<file path="src/core/seepi_defs.svh">
// Purpose: constants of the serial eeprom pin front end
// Assumes: included by bare name from the core only; the package does not include it
// Notes:   opcode low bits select the command, bit 3 is don't care or A8
`ifndef SEEPI_DEFS_SVH
`define SEEPI_DEFS_SVH

`define SEEPI_OP_HI_POS    7:4
`define SEEPI_OP_HI_VAL    4'h0
`define SEEPI_OP_A8_POS    3
`define SEEPI_OP_LO_POS    2:0
`define SEEPI_OP_WREN      3'h6
`define SEEPI_OP_WRDI      3'h4
`define SEEPI_OP_RDSR      3'h5
`define SEEPI_OP_STWR      3'h1
`define SEEPI_OP_READ      3'h3
`define SEEPI_OP_WRITE     3'h2
`define SEEPI_ST_LATCH_POS 1
`define SEEPI_ST_WIP_POS   0
`define SEEPI_ST_HI_VAL    4'h0
`define SEEPI_BIT_LAST     3'h7
`define SEEPI_PIN_W        5
`define SEEPI_PIN_RST      5'h13

`endif

</file>
<file path="src/core/seepi_pkg.sv">
// Purpose: types of the serial eeprom pin front end
// Assumes: constants live in seepi_defs.svh
// Notes:   none
package seepi_pkg;
  typedef enum logic [2:0] {
    SEEPI_IDLE   = 3'h0,
    SEEPI_OPC    = 3'h1,
    SEEPI_ADDR   = 3'h2,
    SEEPI_DATA   = 3'h3,
    SEEPI_IGNORE = 3'h4
  } seepi_state_t;
endpackage : seepi_pkg

</file>
<file path="src/core/seepi_sync.sv">
// Purpose: two flip-flop synchroniser for a group of pin levels
// Assumes: each bit is an independent level
// Notes:   reset value is a constant parameter
`timescale 1ns/100ps
module seepi_sync #(
  parameter int          W   = 1,
  parameter logic [W-1:0] RST = '0
) (
  input  wire logic         clk_sys,
  input  wire logic         rstn,
  input  wire logic [W-1:0] d,
  output logic      [W-1:0] q
);
  logic [W-1:0] meta_r;

  always_ff @(posedge clk_sys or negedge rstn) begin
    if (!rstn) begin
      meta_r <= RST;
      q      <= RST;
    end else begin
      meta_r <= d;
      q      <= meta_r;
    end
  end
endmodule : seepi_sync

</file>
<file path="src/core/seepi_core.sv">
// Purpose: pin front end of a serial eeprom, device side
// Assumes: memory array and nonvolatile programming sit outside
// Notes:   pins are oversampled by clk_sys; edges come from the synchronised levels
`timescale 1ns/100ps
`include "seepi_defs.svh"
module seepi_core
  import seepi_pkg::*;
(
  input  wire logic       clk_sys,
  input  wire logic       rstn,
  input  wire logic       cs_n_pin,
  input  wire logic       sck_pin,
  input  wire logic       si_pin,
  input  wire logic       wp_n_pin,
  input  wire logic       hold_n_pin,
  output logic            so_out,
  output logic            so_oe,
  input  wire logic [1:0] bp_i,
  input  wire logic       prog_busy_i,
  input  wire logic [7:0] rd_data_i,
  output logic            rd_req_o,
  output logic [8:0]      mem_addr_o,
  output logic            wr_byte_o,
  output logic [7:0]      wr_data_o,
  output logic            prog_start_o,
  output logic            prog_status_o,
  output logic            write_enable_latch,
  output logic            standby_o,
  output logic            active_o
);
  logic [4:0]   pin_q;
  logic         cs_q;
  logic         sck_q;
  logic         si_q;
  logic         wp_q;
  logic         hold_q;
  logic         hold_act;
  logic         sck_rise;
  logic         sck_fall;
  logic         op_ok;
  logic [7:0]   rx_byte;
  logic [7:0]   src_byte;
  logic [7:0]   status_byte;
  logic         prog_done;

  seepi_state_t state_r,    state_nxt;
  logic         sck_d_r,    sck_d_nxt;
  logic [2:0]   bit_cnt_r,  bit_cnt_nxt;
  logic [7:0]   rx_sh_r,    rx_sh_nxt;
  logic [7:0]   tx_sh_r,    tx_sh_nxt;
  logic [7:0]   opc_r,      opc_nxt;
  logic         got_byte_r, got_byte_nxt;
  logic         oe_r,       oe_nxt;
  logic         so_r,       so_nxt;
  logic         latch_r,    latch_nxt;
  logic         busy_d_r,   busy_d_nxt;
  logic [8:0]   addr_r,     addr_nxt;
  logic         rd_req_r,   rd_req_nxt;
  logic         wr_byte_r,  wr_byte_nxt;
  logic [7:0]   wr_data_r,  wr_data_nxt;
  logic         prog_r,     prog_nxt;
  logic         prog_st_r,  prog_st_nxt;

  // pins are asynchronous to clk_sys
  seepi_sync #(.W(`SEEPI_PIN_W), .RST(`SEEPI_PIN_RST)) u_sync (
    .clk_sys (clk_sys),
    .rstn    (rstn),
    .d       ({cs_n_pin, sck_pin, si_pin, wp_n_pin, hold_n_pin}),
    .q       (pin_q)
  );
  assign {cs_q, sck_q, si_q, wp_q, hold_q} = pin_q;

  // sck history keeps running through a pause so release makes no false edge
  assign hold_act  = !hold_q && !cs_q;
  assign sck_rise  = sck_q && !sck_d_r && !hold_act;
  assign sck_fall  = !sck_q && sck_d_r && !hold_act;
  assign rx_byte   = {rx_sh_r[6:0], si_q};
  assign op_ok     = (rx_byte[`SEEPI_OP_HI_POS] == `SEEPI_OP_HI_VAL) &&
                     (rx_byte[`SEEPI_OP_LO_POS] != 3'h0) &&
                     (rx_byte[`SEEPI_OP_LO_POS] != 3'h7);
  assign status_byte = {`SEEPI_ST_HI_VAL, bp_i, latch_r, prog_busy_i};
  assign src_byte  = (opc_r[`SEEPI_OP_LO_POS] == `SEEPI_OP_RDSR) ? status_byte : rd_data_i;
  assign prog_done = busy_d_r && !prog_busy_i;

  always_comb begin
    state_nxt    = state_r;
    sck_d_nxt    = sck_q;
    bit_cnt_nxt  = bit_cnt_r;
    rx_sh_nxt    = rx_sh_r;
    tx_sh_nxt    = tx_sh_r;
    opc_nxt      = opc_r;
    got_byte_nxt = got_byte_r;
    oe_nxt       = oe_r;
    so_nxt       = so_r;
    latch_nxt    = latch_r;
    busy_d_nxt   = prog_busy_i;
    addr_nxt     = addr_r;
    rd_req_nxt   = 1'b0;
    wr_byte_nxt  = 1'b0;
    wr_data_nxt  = wr_data_r;
    prog_nxt     = 1'b0;
    prog_st_nxt  = prog_st_r;
    if (prog_done) begin
      latch_nxt = 1'b0;
    end
    if (cs_q) begin
      // frame ends on select release; commands act only on a clean byte count
      if (state_r == SEEPI_DATA && bit_cnt_r == 3'h0) begin
        unique case (opc_r[`SEEPI_OP_LO_POS])
          `SEEPI_OP_WREN: if (!got_byte_r) latch_nxt = 1'b1;
          `SEEPI_OP_WRDI: if (!got_byte_r) latch_nxt = 1'b0;
          `SEEPI_OP_STWR, `SEEPI_OP_WRITE: begin
            if (got_byte_r && latch_r && wp_q && !prog_busy_i) begin
              prog_nxt    = 1'b1;
              prog_st_nxt = (opc_r[`SEEPI_OP_LO_POS] == `SEEPI_OP_STWR);
            end
          end
          default: ;
        endcase
      end
      state_nxt   = SEEPI_IDLE;
      bit_cnt_nxt = 3'h0;
      oe_nxt      = 1'b0;
    end else if (state_r == SEEPI_IDLE) begin
      state_nxt    = SEEPI_OPC;
      bit_cnt_nxt  = 3'h0;
      got_byte_nxt = 1'b0;
    end else begin
      if (sck_rise) begin
        rx_sh_nxt   = rx_byte;
        bit_cnt_nxt = bit_cnt_r + 3'h1;
        if (bit_cnt_r == `SEEPI_BIT_LAST) begin
          unique case (state_r)
            SEEPI_OPC: begin
              opc_nxt = rx_byte;
              if (!op_ok) begin
                state_nxt = SEEPI_IGNORE;
              end else if (rx_byte[`SEEPI_OP_LO_POS] == `SEEPI_OP_READ ||
                           rx_byte[`SEEPI_OP_LO_POS] == `SEEPI_OP_WRITE) begin
                state_nxt   = SEEPI_ADDR;
                addr_nxt[8] = rx_byte[`SEEPI_OP_A8_POS];
              end else begin
                state_nxt = SEEPI_DATA;
              end
            end
            SEEPI_ADDR: begin
              addr_nxt[7:0] = rx_byte;
              state_nxt     = SEEPI_DATA;
              rd_req_nxt    = (opc_r[`SEEPI_OP_LO_POS] == `SEEPI_OP_READ);
            end
            SEEPI_DATA: begin
              got_byte_nxt = 1'b1;
              if (opc_r[`SEEPI_OP_LO_POS] == `SEEPI_OP_READ) begin
                addr_nxt   = addr_r + 9'h001;
                rd_req_nxt = 1'b1;
              end else if (opc_r[`SEEPI_OP_LO_POS] == `SEEPI_OP_WRITE ||
                           opc_r[`SEEPI_OP_LO_POS] == `SEEPI_OP_STWR) begin
                wr_byte_nxt = 1'b1;
                wr_data_nxt = rx_byte;
                if (opc_r[`SEEPI_OP_LO_POS] == `SEEPI_OP_WRITE) begin
                  addr_nxt = addr_r + 9'h001;
                end
              end
            end
            default: ;
          endcase
        end
      end
      if (sck_fall && state_r == SEEPI_DATA &&
          (opc_r[`SEEPI_OP_LO_POS] == `SEEPI_OP_RDSR ||
           opc_r[`SEEPI_OP_LO_POS] == `SEEPI_OP_READ)) begin
        oe_nxt = 1'b1;
        if (bit_cnt_r == 3'h0) begin
          so_nxt    = src_byte[7];
          tx_sh_nxt = {src_byte[6:0], 1'b0};
        end else begin
          so_nxt    = tx_sh_r[7];
          tx_sh_nxt = {tx_sh_r[6:0], 1'b0};
        end
      end
    end
    // protect pin wins over a latch set in the same cycle
    if (!wp_q) begin
      latch_nxt = 1'b0;
    end
  end

  always_ff @(posedge clk_sys or negedge rstn) begin
    if (!rstn) begin
      state_r    <= SEEPI_IDLE;
      sck_d_r    <= 1'b0;
      bit_cnt_r  <= 3'h0;
      rx_sh_r    <= 8'h00;
      tx_sh_r    <= 8'h00;
      opc_r      <= 8'h00;
      got_byte_r <= 1'b0;
      oe_r       <= 1'b0;
      so_r       <= 1'b0;
      latch_r    <= 1'b0;
      busy_d_r   <= 1'b0;
      addr_r     <= 9'h000;
      rd_req_r   <= 1'b0;
      wr_byte_r  <= 1'b0;
      wr_data_r  <= 8'h00;
      prog_r     <= 1'b0;
      prog_st_r  <= 1'b0;
    end else begin
      state_r    <= state_nxt;
      sck_d_r    <= sck_d_nxt;
      bit_cnt_r  <= bit_cnt_nxt;
      rx_sh_r    <= rx_sh_nxt;
      tx_sh_r    <= tx_sh_nxt;
      opc_r      <= opc_nxt;
      got_byte_r <= got_byte_nxt;
      oe_r       <= oe_nxt;
      so_r       <= so_nxt;
      latch_r    <= latch_nxt;
      busy_d_r   <= busy_d_nxt;
      addr_r     <= addr_nxt;
      rd_req_r   <= rd_req_nxt;
      wr_byte_r  <= wr_byte_nxt;
      wr_data_r  <= wr_data_nxt;
      prog_r     <= prog_nxt;
      prog_st_r  <= prog_st_nxt;
    end
  end

  assign so_out             = so_r;
  assign so_oe              = oe_r && !cs_q && !hold_act;
  assign rd_req_o           = rd_req_r;
  assign mem_addr_o         = addr_r;
  assign wr_byte_o          = wr_byte_r;
  assign wr_data_o          = wr_data_r;
  assign prog_start_o       = prog_r;
  assign prog_status_o      = prog_st_r;
  assign write_enable_latch = latch_r;
  assign standby_o          = cs_q && !prog_busy_i;
  assign active_o           = !cs_q;
endmodule : seepi_core

</file>
<file path="config.mk">
export PLATFORM = sky130hd
export DESIGN_NAME = seepi_core
export DESIGN_NICKNAME = d
export VERILOG_FILES = /design/src/core/seepi_pkg.sv /design/src/core/seepi_sync.sv /design/src/core/seepi_core.sv
export VERILOG_INCLUDE_DIRS = /design/src /design/src/core
export SDC_FILE = /design/constraint.sdc
export NUM_CORES = 1
export LEC_CHECK = 0
export ABC_AREA = 1
export ABC_CLOCK_PERIOD_IN_PS = 1700
export CELL_PAD_IN_SITES_DETAIL_PLACEMENT = 1
export CELL_PAD_IN_SITES_GLOBAL_PLACEMENT = 1
export CORE_MARGIN = 2
export CORE_UTILIZATION = 45
export CTS_CLUSTER_SIZE = 10
export DETAILED_ROUTE_END_ITERATION = 6
export DONT_BUFFER_PORTS = 1
export PLACE_DENSITY_LB_ADDON = 0.1
export SLEW_MARGIN = 10
export SYNTH_ARGS = -nofsm -noshare
export SYNTH_HDL_FRONTEND = slang
export SYNTH_SLANG_ARGS = --single-unit
export TNS_END_PERCENT = 30
</file>
<file path="constraint.sdc">
create_clock -name clk_sys -period 1.7 [get_ports clk_sys]
set_input_delay 0.085 -clock clk_sys [delete_from_list [all_inputs] [get_ports clk_sys]]
set_output_delay 0.085 -clock clk_sys [all_outputs]
set_load 0.005 [all_outputs]
</file>
== Word-level counts from Yosys, hierarchy flattened ==
Index checks and enable logic that the tools add are counted.

* Logic and storage cells: 144
* Register bits: 61

* Equality and inequality tests: 18
* Muxes and demuxes: 51
* Bitwise gates (word level): 3
* $add $sub $neg: 2
* Reduce and logical (&&, ||, !) cells: 50

{| class="wikitable"
|+ Operators by type and width
! cell !! count
|-
| 1-bit two-way mux || 33
|-
| 9-bit two-way mux || 3
|-
| 3-bit two-way mux || 8
|-
| 3-bit by 2-bit equality test with 1-bit output (second input constant) || 6
|-
| 1-bit logical AND || 17
|-
| 8-bit two-way mux || 2
|-
| 8-bit one-hot mux with 2 select lines || 1
|-
| 7-bit AND reduction || 2
|-
| 3-bit equality test (second input constant) || 4
|-
| 2-bit nonzero test || 6
|-
| 9-bit by 1-bit adder with 9-bit output (second input constant) || 1
|-
| 3-bit AND reduction || 3
|-
| 9-bit AND reduction || 1
|-
| 3-bit nonzero test || 3
|-
| 4-bit AND reduction || 2
|-
| 3-bit by 1-bit equality test with 1-bit output (second input constant) || 2
|-
| 1-bit zero test || 6
|-
| 3-bit zero test || 2
|-
| 3-bit by 1-bit inequality test with 1-bit output (second input constant) || 2
|-
| 1-bit one-hot mux with 2 select lines || 3
|-
| 3-bit one-hot mux with 2 select lines || 1
|-
| 5-bit AND reduction || 1
|-
| 4-bit zero test || 1
|-
| 2-bit inequality test (second input constant) || 2
|-
| other kinds (8) || 12
|}

== Logic depth before layout (Yosys ltp) ==
* Depth in word-level cells: 9
* Gate-level depth with buffers: 10

== Modules after synthesis ==
From an unflattened synthesis, not the netlist that was laid out.

* Cells, all modules: 379
* Area, all modules: 3005.4 µm²

{| class="wikitable"
|+ By module, submodules not included
! module !! seq. area each (µm²) !! area each (µm²) !! cells each !! times used
|-
| seepi_core || 1251.2 || 2747.6 || 369 || 1
|-
| seepi_sync || 257.7 || 257.7 || 10 || 1
|}

== Worst setup path before layout ==
Ideal clock, no wire load.

* Path type: register -> register
* Start point: register bit_cnt_r[0]
* End point: register prog_st_r, in the netlist prog_status_o
* Slack: 0.163 ns
* Cell stages (with the launch flop): 9
* Arrival: 1.410 ns
* Data required time: 1.574 ns
* Path buffers: 1
* Cells stage by stage: dfrtp_1 inv_1 ha_1 inv_1 nor2_1 buf_2 nand4_1 nand2_1 o21ai_0

* Longest elaborated chain between the ends: 3

{| class="wikitable"
|+ RTL lines
! what !! line !! RTL
|-
| from (decl) || seepi_core.sv:48 || <nowiki>logic [2:0] bit_cnt_r, bit_cnt_nxt;</nowiki>
|-
| from (signal assigned) || seepi_core.sv:210 || <nowiki>bit_cnt_r <= bit_cnt_nxt;</nowiki>
|-
| 3-bit zero test || seepi_core.sv:108 || <nowiki>if (state_r == SEEPI_DATA && bit_cnt_r == 3'h0) begin</nowiki>
|-
| 1-bit logical AND || seepi_core.sv:108 ||
|-
| 4-bit AND reduction (no line) || - ||
|-
| to (signal assigned) || seepi_core.sv:224 || <nowiki>prog_st_r <= prog_st_nxt;</nowiki>
|-
| to (decl) || seepi_core.sv:62 || <nowiki>logic prog_st_r, prog_st_nxt;</nowiki>
|}

No other way between the ends.
A chain may end at the register's enable or synchronous reset.

== Worst setup path in the final report ==
* Start point: register u_sync.q[4]
* End point: register addr_r[8], in the netlist mem_addr_o[8]

* Longest elaborated chain between the ends: 5
* Elaborated cells on any way between the ends: 6
* Classes of those cells: bitwise: 1; reduce/logical: 5

{| class="wikitable"
|+ RTL lines
! what !! line !! RTL
|-
| from (decl) || seepi_sync.sv:12 || <nowiki>output logic [W-1:0] q</nowiki>
|-
| from (signal assigned) || seepi_sync.sv:22 || <nowiki>q <= meta_r;</nowiki>
|-
| 1-bit zero test || seepi_core.sv:74 || <nowiki>assign hold_act = !hold_q && !cs_q;</nowiki>
|-
| 1-bit logical AND || seepi_core.sv:74 ||
|-
| 1-bit zero test || seepi_core.sv:75 || <nowiki>assign sck_rise = sck_q && !sck_d_r && !hold_act;</nowiki>
|-
| 1-bit logical AND || seepi_core.sv:75 ||
|-
| 9-bit AND reduction (no line) (*) || - ||
|-
| to (signal assigned) || seepi_core.sv:219 || <nowiki>addr_r <= addr_nxt;</nowiki>
|-
| to (decl) || seepi_core.sv:57 || <nowiki>logic [8:0] addr_r, addr_nxt;</nowiki>
|}

Mark *: on every way between the ends. The rest lies on a longest branch, timed or not.

==> flow_summary.html <==
<table>
<tr><th>Metric</th><th>Value</th></tr>
<tr><th colspan="2">Timing</th></tr>
<tr><td>Final Hold Fails</td><td>0</td></tr>
<tr><td>Shortest clock period the worst path allows after layout</td><td>1.604 ns</td></tr>
<tr><td>Setup repair after global routing missed its margin</td><td>yes</td></tr>
<tr><td>Number of endpoints failing setup at the final stage</td><td>0</td></tr>
<tr><td>Clock skew</td><td>0.01173 ns</td></tr>
<tr><td>Slew Limit Headroom</td><td>73.37%</td></tr>
<tr><td>Worst slack on hold paths</td><td>0.006826 ns</td></tr>
<tr><td>Tcrit/Tclk final</td><td>94.36%</td></tr>
<tr><td>Worst-margin pin slew</td><td>0.3959 ns</td></tr>
<tr><td>Final Max Tran Viols</td><td>0</td></tr>
<tr><td>Max frequency</td><td>0.6234 GHz</td></tr>
<tr><td>Worst-case setup margin in the final layout</td><td>0.09592 ns</td></tr>
<tr><th colspan="2">Power</th></tr>
<tr><td>Cell internal pwr</td><td>2611 uW</td></tr>
<tr><td>Switching portion of total power</td><td>27.15%</td></tr>
<tr><td>Power after layout</td><td>3585 uW</td></tr>
<tr><td>Fraction of power consumed by sequential logic</td><td>44.1%</td></tr>
<tr><td>Power per standard cell area</td><td>1037 nW/um^2</td></tr>
<tr><td>Share of total power in combinational logic</td><td>13.2%</td></tr>
<tr><td>Leakage dissipation</td><td>0.001704 uW</td></tr>
<tr><td>Switching component of the power</td><td>973.4 uW</td></tr>
<tr><td>Part of the total power dissipated in the clock network</td><td>42.7%</td></tr>
<tr><td>Max IR drop VDD</td><td>757.4 uV</td></tr>
<tr><th colspan="2">Die</th></tr>
<tr><td>Die Outline Area</td><td>7097 um^2</td></tr>
<tr><td>Number of ports placed on the die boundary</td><td>44</td></tr>
<tr><td>Cell Rows</td><td>29</td></tr>
<tr><td>Initial standard-cell utilization of the core</td><td>46.16%</td></tr>
<tr><td>Die Ht</td><td>84.25 um</td></tr>
<tr><td>Die width</td><td>84.25 um</td></tr>
<tr><td>Core region area</td><td>6277 um^2</td></tr>
<tr><th colspan="2">Global route</th></tr>
<tr><td>Number of antenna violations at the first check in global routing</td><td>0</td></tr>
<tr><td>Global router's overall resource usage</td><td>22.04%</td></tr>
<tr><td>Maximum number of pins on one net before global-route repair</td><td>61</td></tr>
<tr><td>Remaining Overflow, GRT</td><td>0</td></tr>
<tr><td>Number of global-route vias before repair</td><td>2,564</td></tr>
<tr><td>First-pass GRT wire length</td><td>12.21 mm</td></tr>
<tr><th colspan="2">Synthesis</th></tr>
<tr><td>Yosys reg bits</td><td>60</td></tr>
<tr><td>Post-synthesis cell type count</td><td>30</td></tr>
<tr><td>Summed instance area of the synthesized netlist</td><td>2898 um^2</td></tr>
<tr><td>Mean area per synthesized cell</td><td>8.072 um^2</td></tr>
<tr><td>Synthesized netlist cell count</td><td>359</td></tr>
<tr><td>Predominant post-synthesis flop cell</td><td>dfrtp_1</td></tr>
<tr><td>Synth top area share</td><td>46.63%</td></tr>
<tr><td>Sequential share of the synthesized area</td><td>52.07%</td></tr>
<tr><td>Largest cells by area after synthesis</td><td>dfrtp_1 47%, nand2_1 14%, o21ai_0 5.5%, dfstp_2 5.4%, inv_1 5.2%</td></tr>
<tr><td>Yosys warns</td><td>0</td></tr>
<tr><td>Synth Net Count</td><td>381</td></tr>
<tr><td>Count of flip-flops with a built-in enable after synthesis</td><td>0</td></tr>
<tr><td>Commonest cells in the netlist</td><td>111 x nand2_1, 54 x dfrtp_1, 40 x inv_1, 32 x o21ai_0, 28 x nor2_1</td></tr>
<tr><td>Most numerous cell in the Yosys netlist</td><td>nand2_1</td></tr>
<tr><td>Async set-reset flop share out of synthesis</td><td>100.0%</td></tr>
<tr><td>Library cell occupying the most area in the post-synthesis netlist</td><td>dfrtp_1</td></tr>
<tr><th colspan="2">Route</th></tr>
<tr><td>DR pass1 iterations</td><td>4</td></tr>
<tr><td>First-iteration detailed-routing DRC count</td><td>71</td></tr>
<tr><td>Routed via count</td><td>2,409</td></tr>
<tr><td>Avg WL per Cell</td><td>15.18 um</td></tr>
<tr><td>DRT antenna net count</td><td>0</td></tr>
<tr><td>Vias per cell</td><td>5.158</td></tr>
<tr><td>DR DRC count</td><td>0</td></tr>
<tr><td>Detailed-route wire length</td><td>7.091 mm</td></tr>
<tr><th colspan="2">Worst setup path</th></tr>
<tr><td>Critical Path Start Type</td><td>flop</td></tr>
<tr><td>Cell with the biggest individual delay on the critical path</td><td>dfstp_2</td></tr>
<tr><td>Cell breakdown of the critical path</td><td>nor2_2 -&gt; nor2_4 -&gt; nand2_1 -&gt; nor2_2 -&gt; buf_4 -&gt; nand3_1 -&gt; nor2_1 -&gt; nor2_1</td></tr>
<tr><td>Largest stage delay, worst path</td><td>0.58 ns</td></tr>
<tr><td>CP Max Fanout</td><td>6</td></tr>
<tr><td>Classification of the worst setup path</td><td>reg2reg</td></tr>
<tr><td>WP data arrival</td><td>1.84 ns</td></tr>
<tr><td>CP Data Required Time</td><td>1.94 ns</td></tr>
<tr><td>Critical path capture point type</td><td>flop</td></tr>
<tr><th colspan="2">Placed design</th></tr>
<tr><td>Post-DP HPWL</td><td>4.885 mm</td></tr>
<tr><td>Placement-stage worst setup slack</td><td>0.04613 ns</td></tr>
<tr><td>Routability-driven placement congestion ratio</td><td>0.8114</td></tr>
<tr><td>Input/output buffers</td><td>0</td></tr>
<tr><td>Area after DPL</td><td>3057 um^2</td></tr>
<tr><th colspan="2">Clock tree</th></tr>
<tr><td>TritonCTS Buffers</td><td>9</td></tr>
<tr><td>Number of sinks handled by clock tree synthesis</td><td>60</td></tr>
<tr><td>CTS tree</td><td>done</td></tr>
<tr><td>Clock latency reported for the late side of the worst-skew pair</td><td>0.35 ns</td></tr>
<tr><td>Root buf cell</td><td>clkbuf_8</td></tr>
<tr><td>Clock input transition at the sequential cells of the worst setup and hold paths</td><td>0.08 ns</td></tr>
<tr><td>H-tree depth</td><td>3</td></tr>
<tr><td>Maximum clock path buffer count</td><td>2</td></tr>
<tr><th colspan="2">Cells and area</th></tr>
<tr><td>Fin nets</td><td>407</td></tr>
<tr><td>Post-route cell area</td><td>3457 um^2</td></tr>
<tr><td>Synthesis-to-layout area growth</td><td>19.30%</td></tr>
<tr><td>Fraction of final layout cells sized beyond drive strength 1</td><td>15.38%</td></tr>
<tr><td>Ant. Diodes</td><td>0</td></tr>
<tr><td>Final Util</td><td>55.07%</td></tr>
<tr><th colspan="2">Min path</th></tr>
<tr><td>Hold/Removal Path Class</td><td>in2reg</td></tr>
<tr><th colspan="2">Outcome</th></tr>
<tr><td>Result of the run</td><td>complete, no violations</td></tr>
<tr><th colspan="2">Flow run</th></tr>
<tr><td>Maximum Capacitance Violations</td><td>0</td></tr>
</table>
## final timing paths
check,start,endpoint,slack [ns],cells after the start
setup reg to reg,u_sync.q[4]$_DFF_PN1_,mem_addr_o[8]$_DFFE_PN0P_,0.1,8
hold reg to reg,u_sync.meta_r[2]$_DFF_PN0_,u_sync.q[2]$_DFF_PN0_,0.35,0
min in group asynchronous,rstn,oe_r$_DFFE_PN0P_,0.26,2
max in group asynchronous,rstn,u_sync.q[0]$_DFF_PN1_,1.11,2
hold / removal,rd_data_i[6],tx_sh_r[7]$_DFFE_PN0P_,0.007,4
setup / recovery,u_sync.q[4]$_DFF_PN1_,mem_addr_o[8]$_DFFE_PN0P_,0.1,8
## layout make-up
class                           instances  area [um^2]
Tap cell                               77        96.34
Timing Repair Buffer                   22        227.7
Fill cell                             773         2820
Inverter                               44        167.7
Clock inverter                          3        68.82
Clock buffer                           13        168.9
Multi-Input combinational cell        248         1217
Sequential cell                        60         1510
## placed cells by master (no fill, tap or decap), drive strengths merged, types with 2 or more instances in the layout
cell type    netlist  layout
bufinv             0       2
nor3               6       6
o22ai              3       3
inv               44      44
nor2              35      36
nand3             22      22
ha                 4       4
nand4              2       2
dfstp              6       6
nand2            111     111
dfrtp             54      54
a21oi             12      12
clkbuf             3      13
dlygate4sd3        0       7
buf                5      15
o21ai             45      45
## worst max-delay path, delay by kind of cell (launching register included)
family	cells	cell delay, ns
AND/OR/NAND/NOR	7	0.76
buffers and inverters	1	0.14
flip-flops	1	0.58
## power by group through the flow
| stage | registers (uW) | clock network [uW] | logic (uW) |
|---|---|---|---|
| final | 1580 | 1530 | 474 |
| after global placement | 1600 | 0 | 401 |
| after floorplan | 1580 | 0 | 295 |
| after global routing | 1590 | 1620 | 539 |
| after CTS | 1580 | 1570 | 474 |
| after detailed placement | 1600 | 0 | 420 |
## per-layer routing
| metal | up-vias | part of all wire, % | GRT usage [%] |
|---|---|---|---|
| li1 | 1209 | - | - |
| met1 | 1157 | 47 | 27.46 |
| met2 | 33 | 47 | 36.08 |
| met3 | 10 | 3.2 | 5.605 |
| met4 | 0 | 2.1 | 10.12 |
| met5 | - | 0 | 0 |
## what timing repair did
action | in CTS | in global routing
hold endpoints to repair | 68 | 0
endpoints found under the setup margin | 0 | 20
resized for setup | 0 | 12
hold buffers | 8 | 0
setup buffers | 0 | 1
## flip-flops by register name, summed over array words and instances, names as in the netlist
name,flops
got_byte_r,1
wr_data_o,8
bit_cnt_r,3
state_r,3
u_sync.q,5
wr_byte_o,1
rx_sh_r,7
write_enable_latch,1
prog_start_o,1
opc_r,3
mem_addr_o,9
prog_status_o,1
so_out,1
busy_d_r,1
u_sync.meta_r,5
oe_r,1
sck_d_r,1
rd_req_o,1
tx_sh_r,7
## per-stage QoR
stage	setup TNS (ns)	std cells
after global routing	-0.05111	467
final	0	467
after floorplan	0	359
after detailed placement	0	441
after global placement	0	441
after CTS	0	465
## logic make-up after synthesis
| kind of cell | share of synthesized area (%) |
|---|---|
| AND/OR/NAND/NOR | 26.90 |
| adder cells (fa/ha/maj) | 1.727 |
| AO/OA/AOI/OAI | 11.57 |
| XOR/XNOR | 0.3023 |
| buffers and inverters | 7.426 |
| flip-flops | 52.07 |
Note: power is estimated with default switching activity, not from simulation.
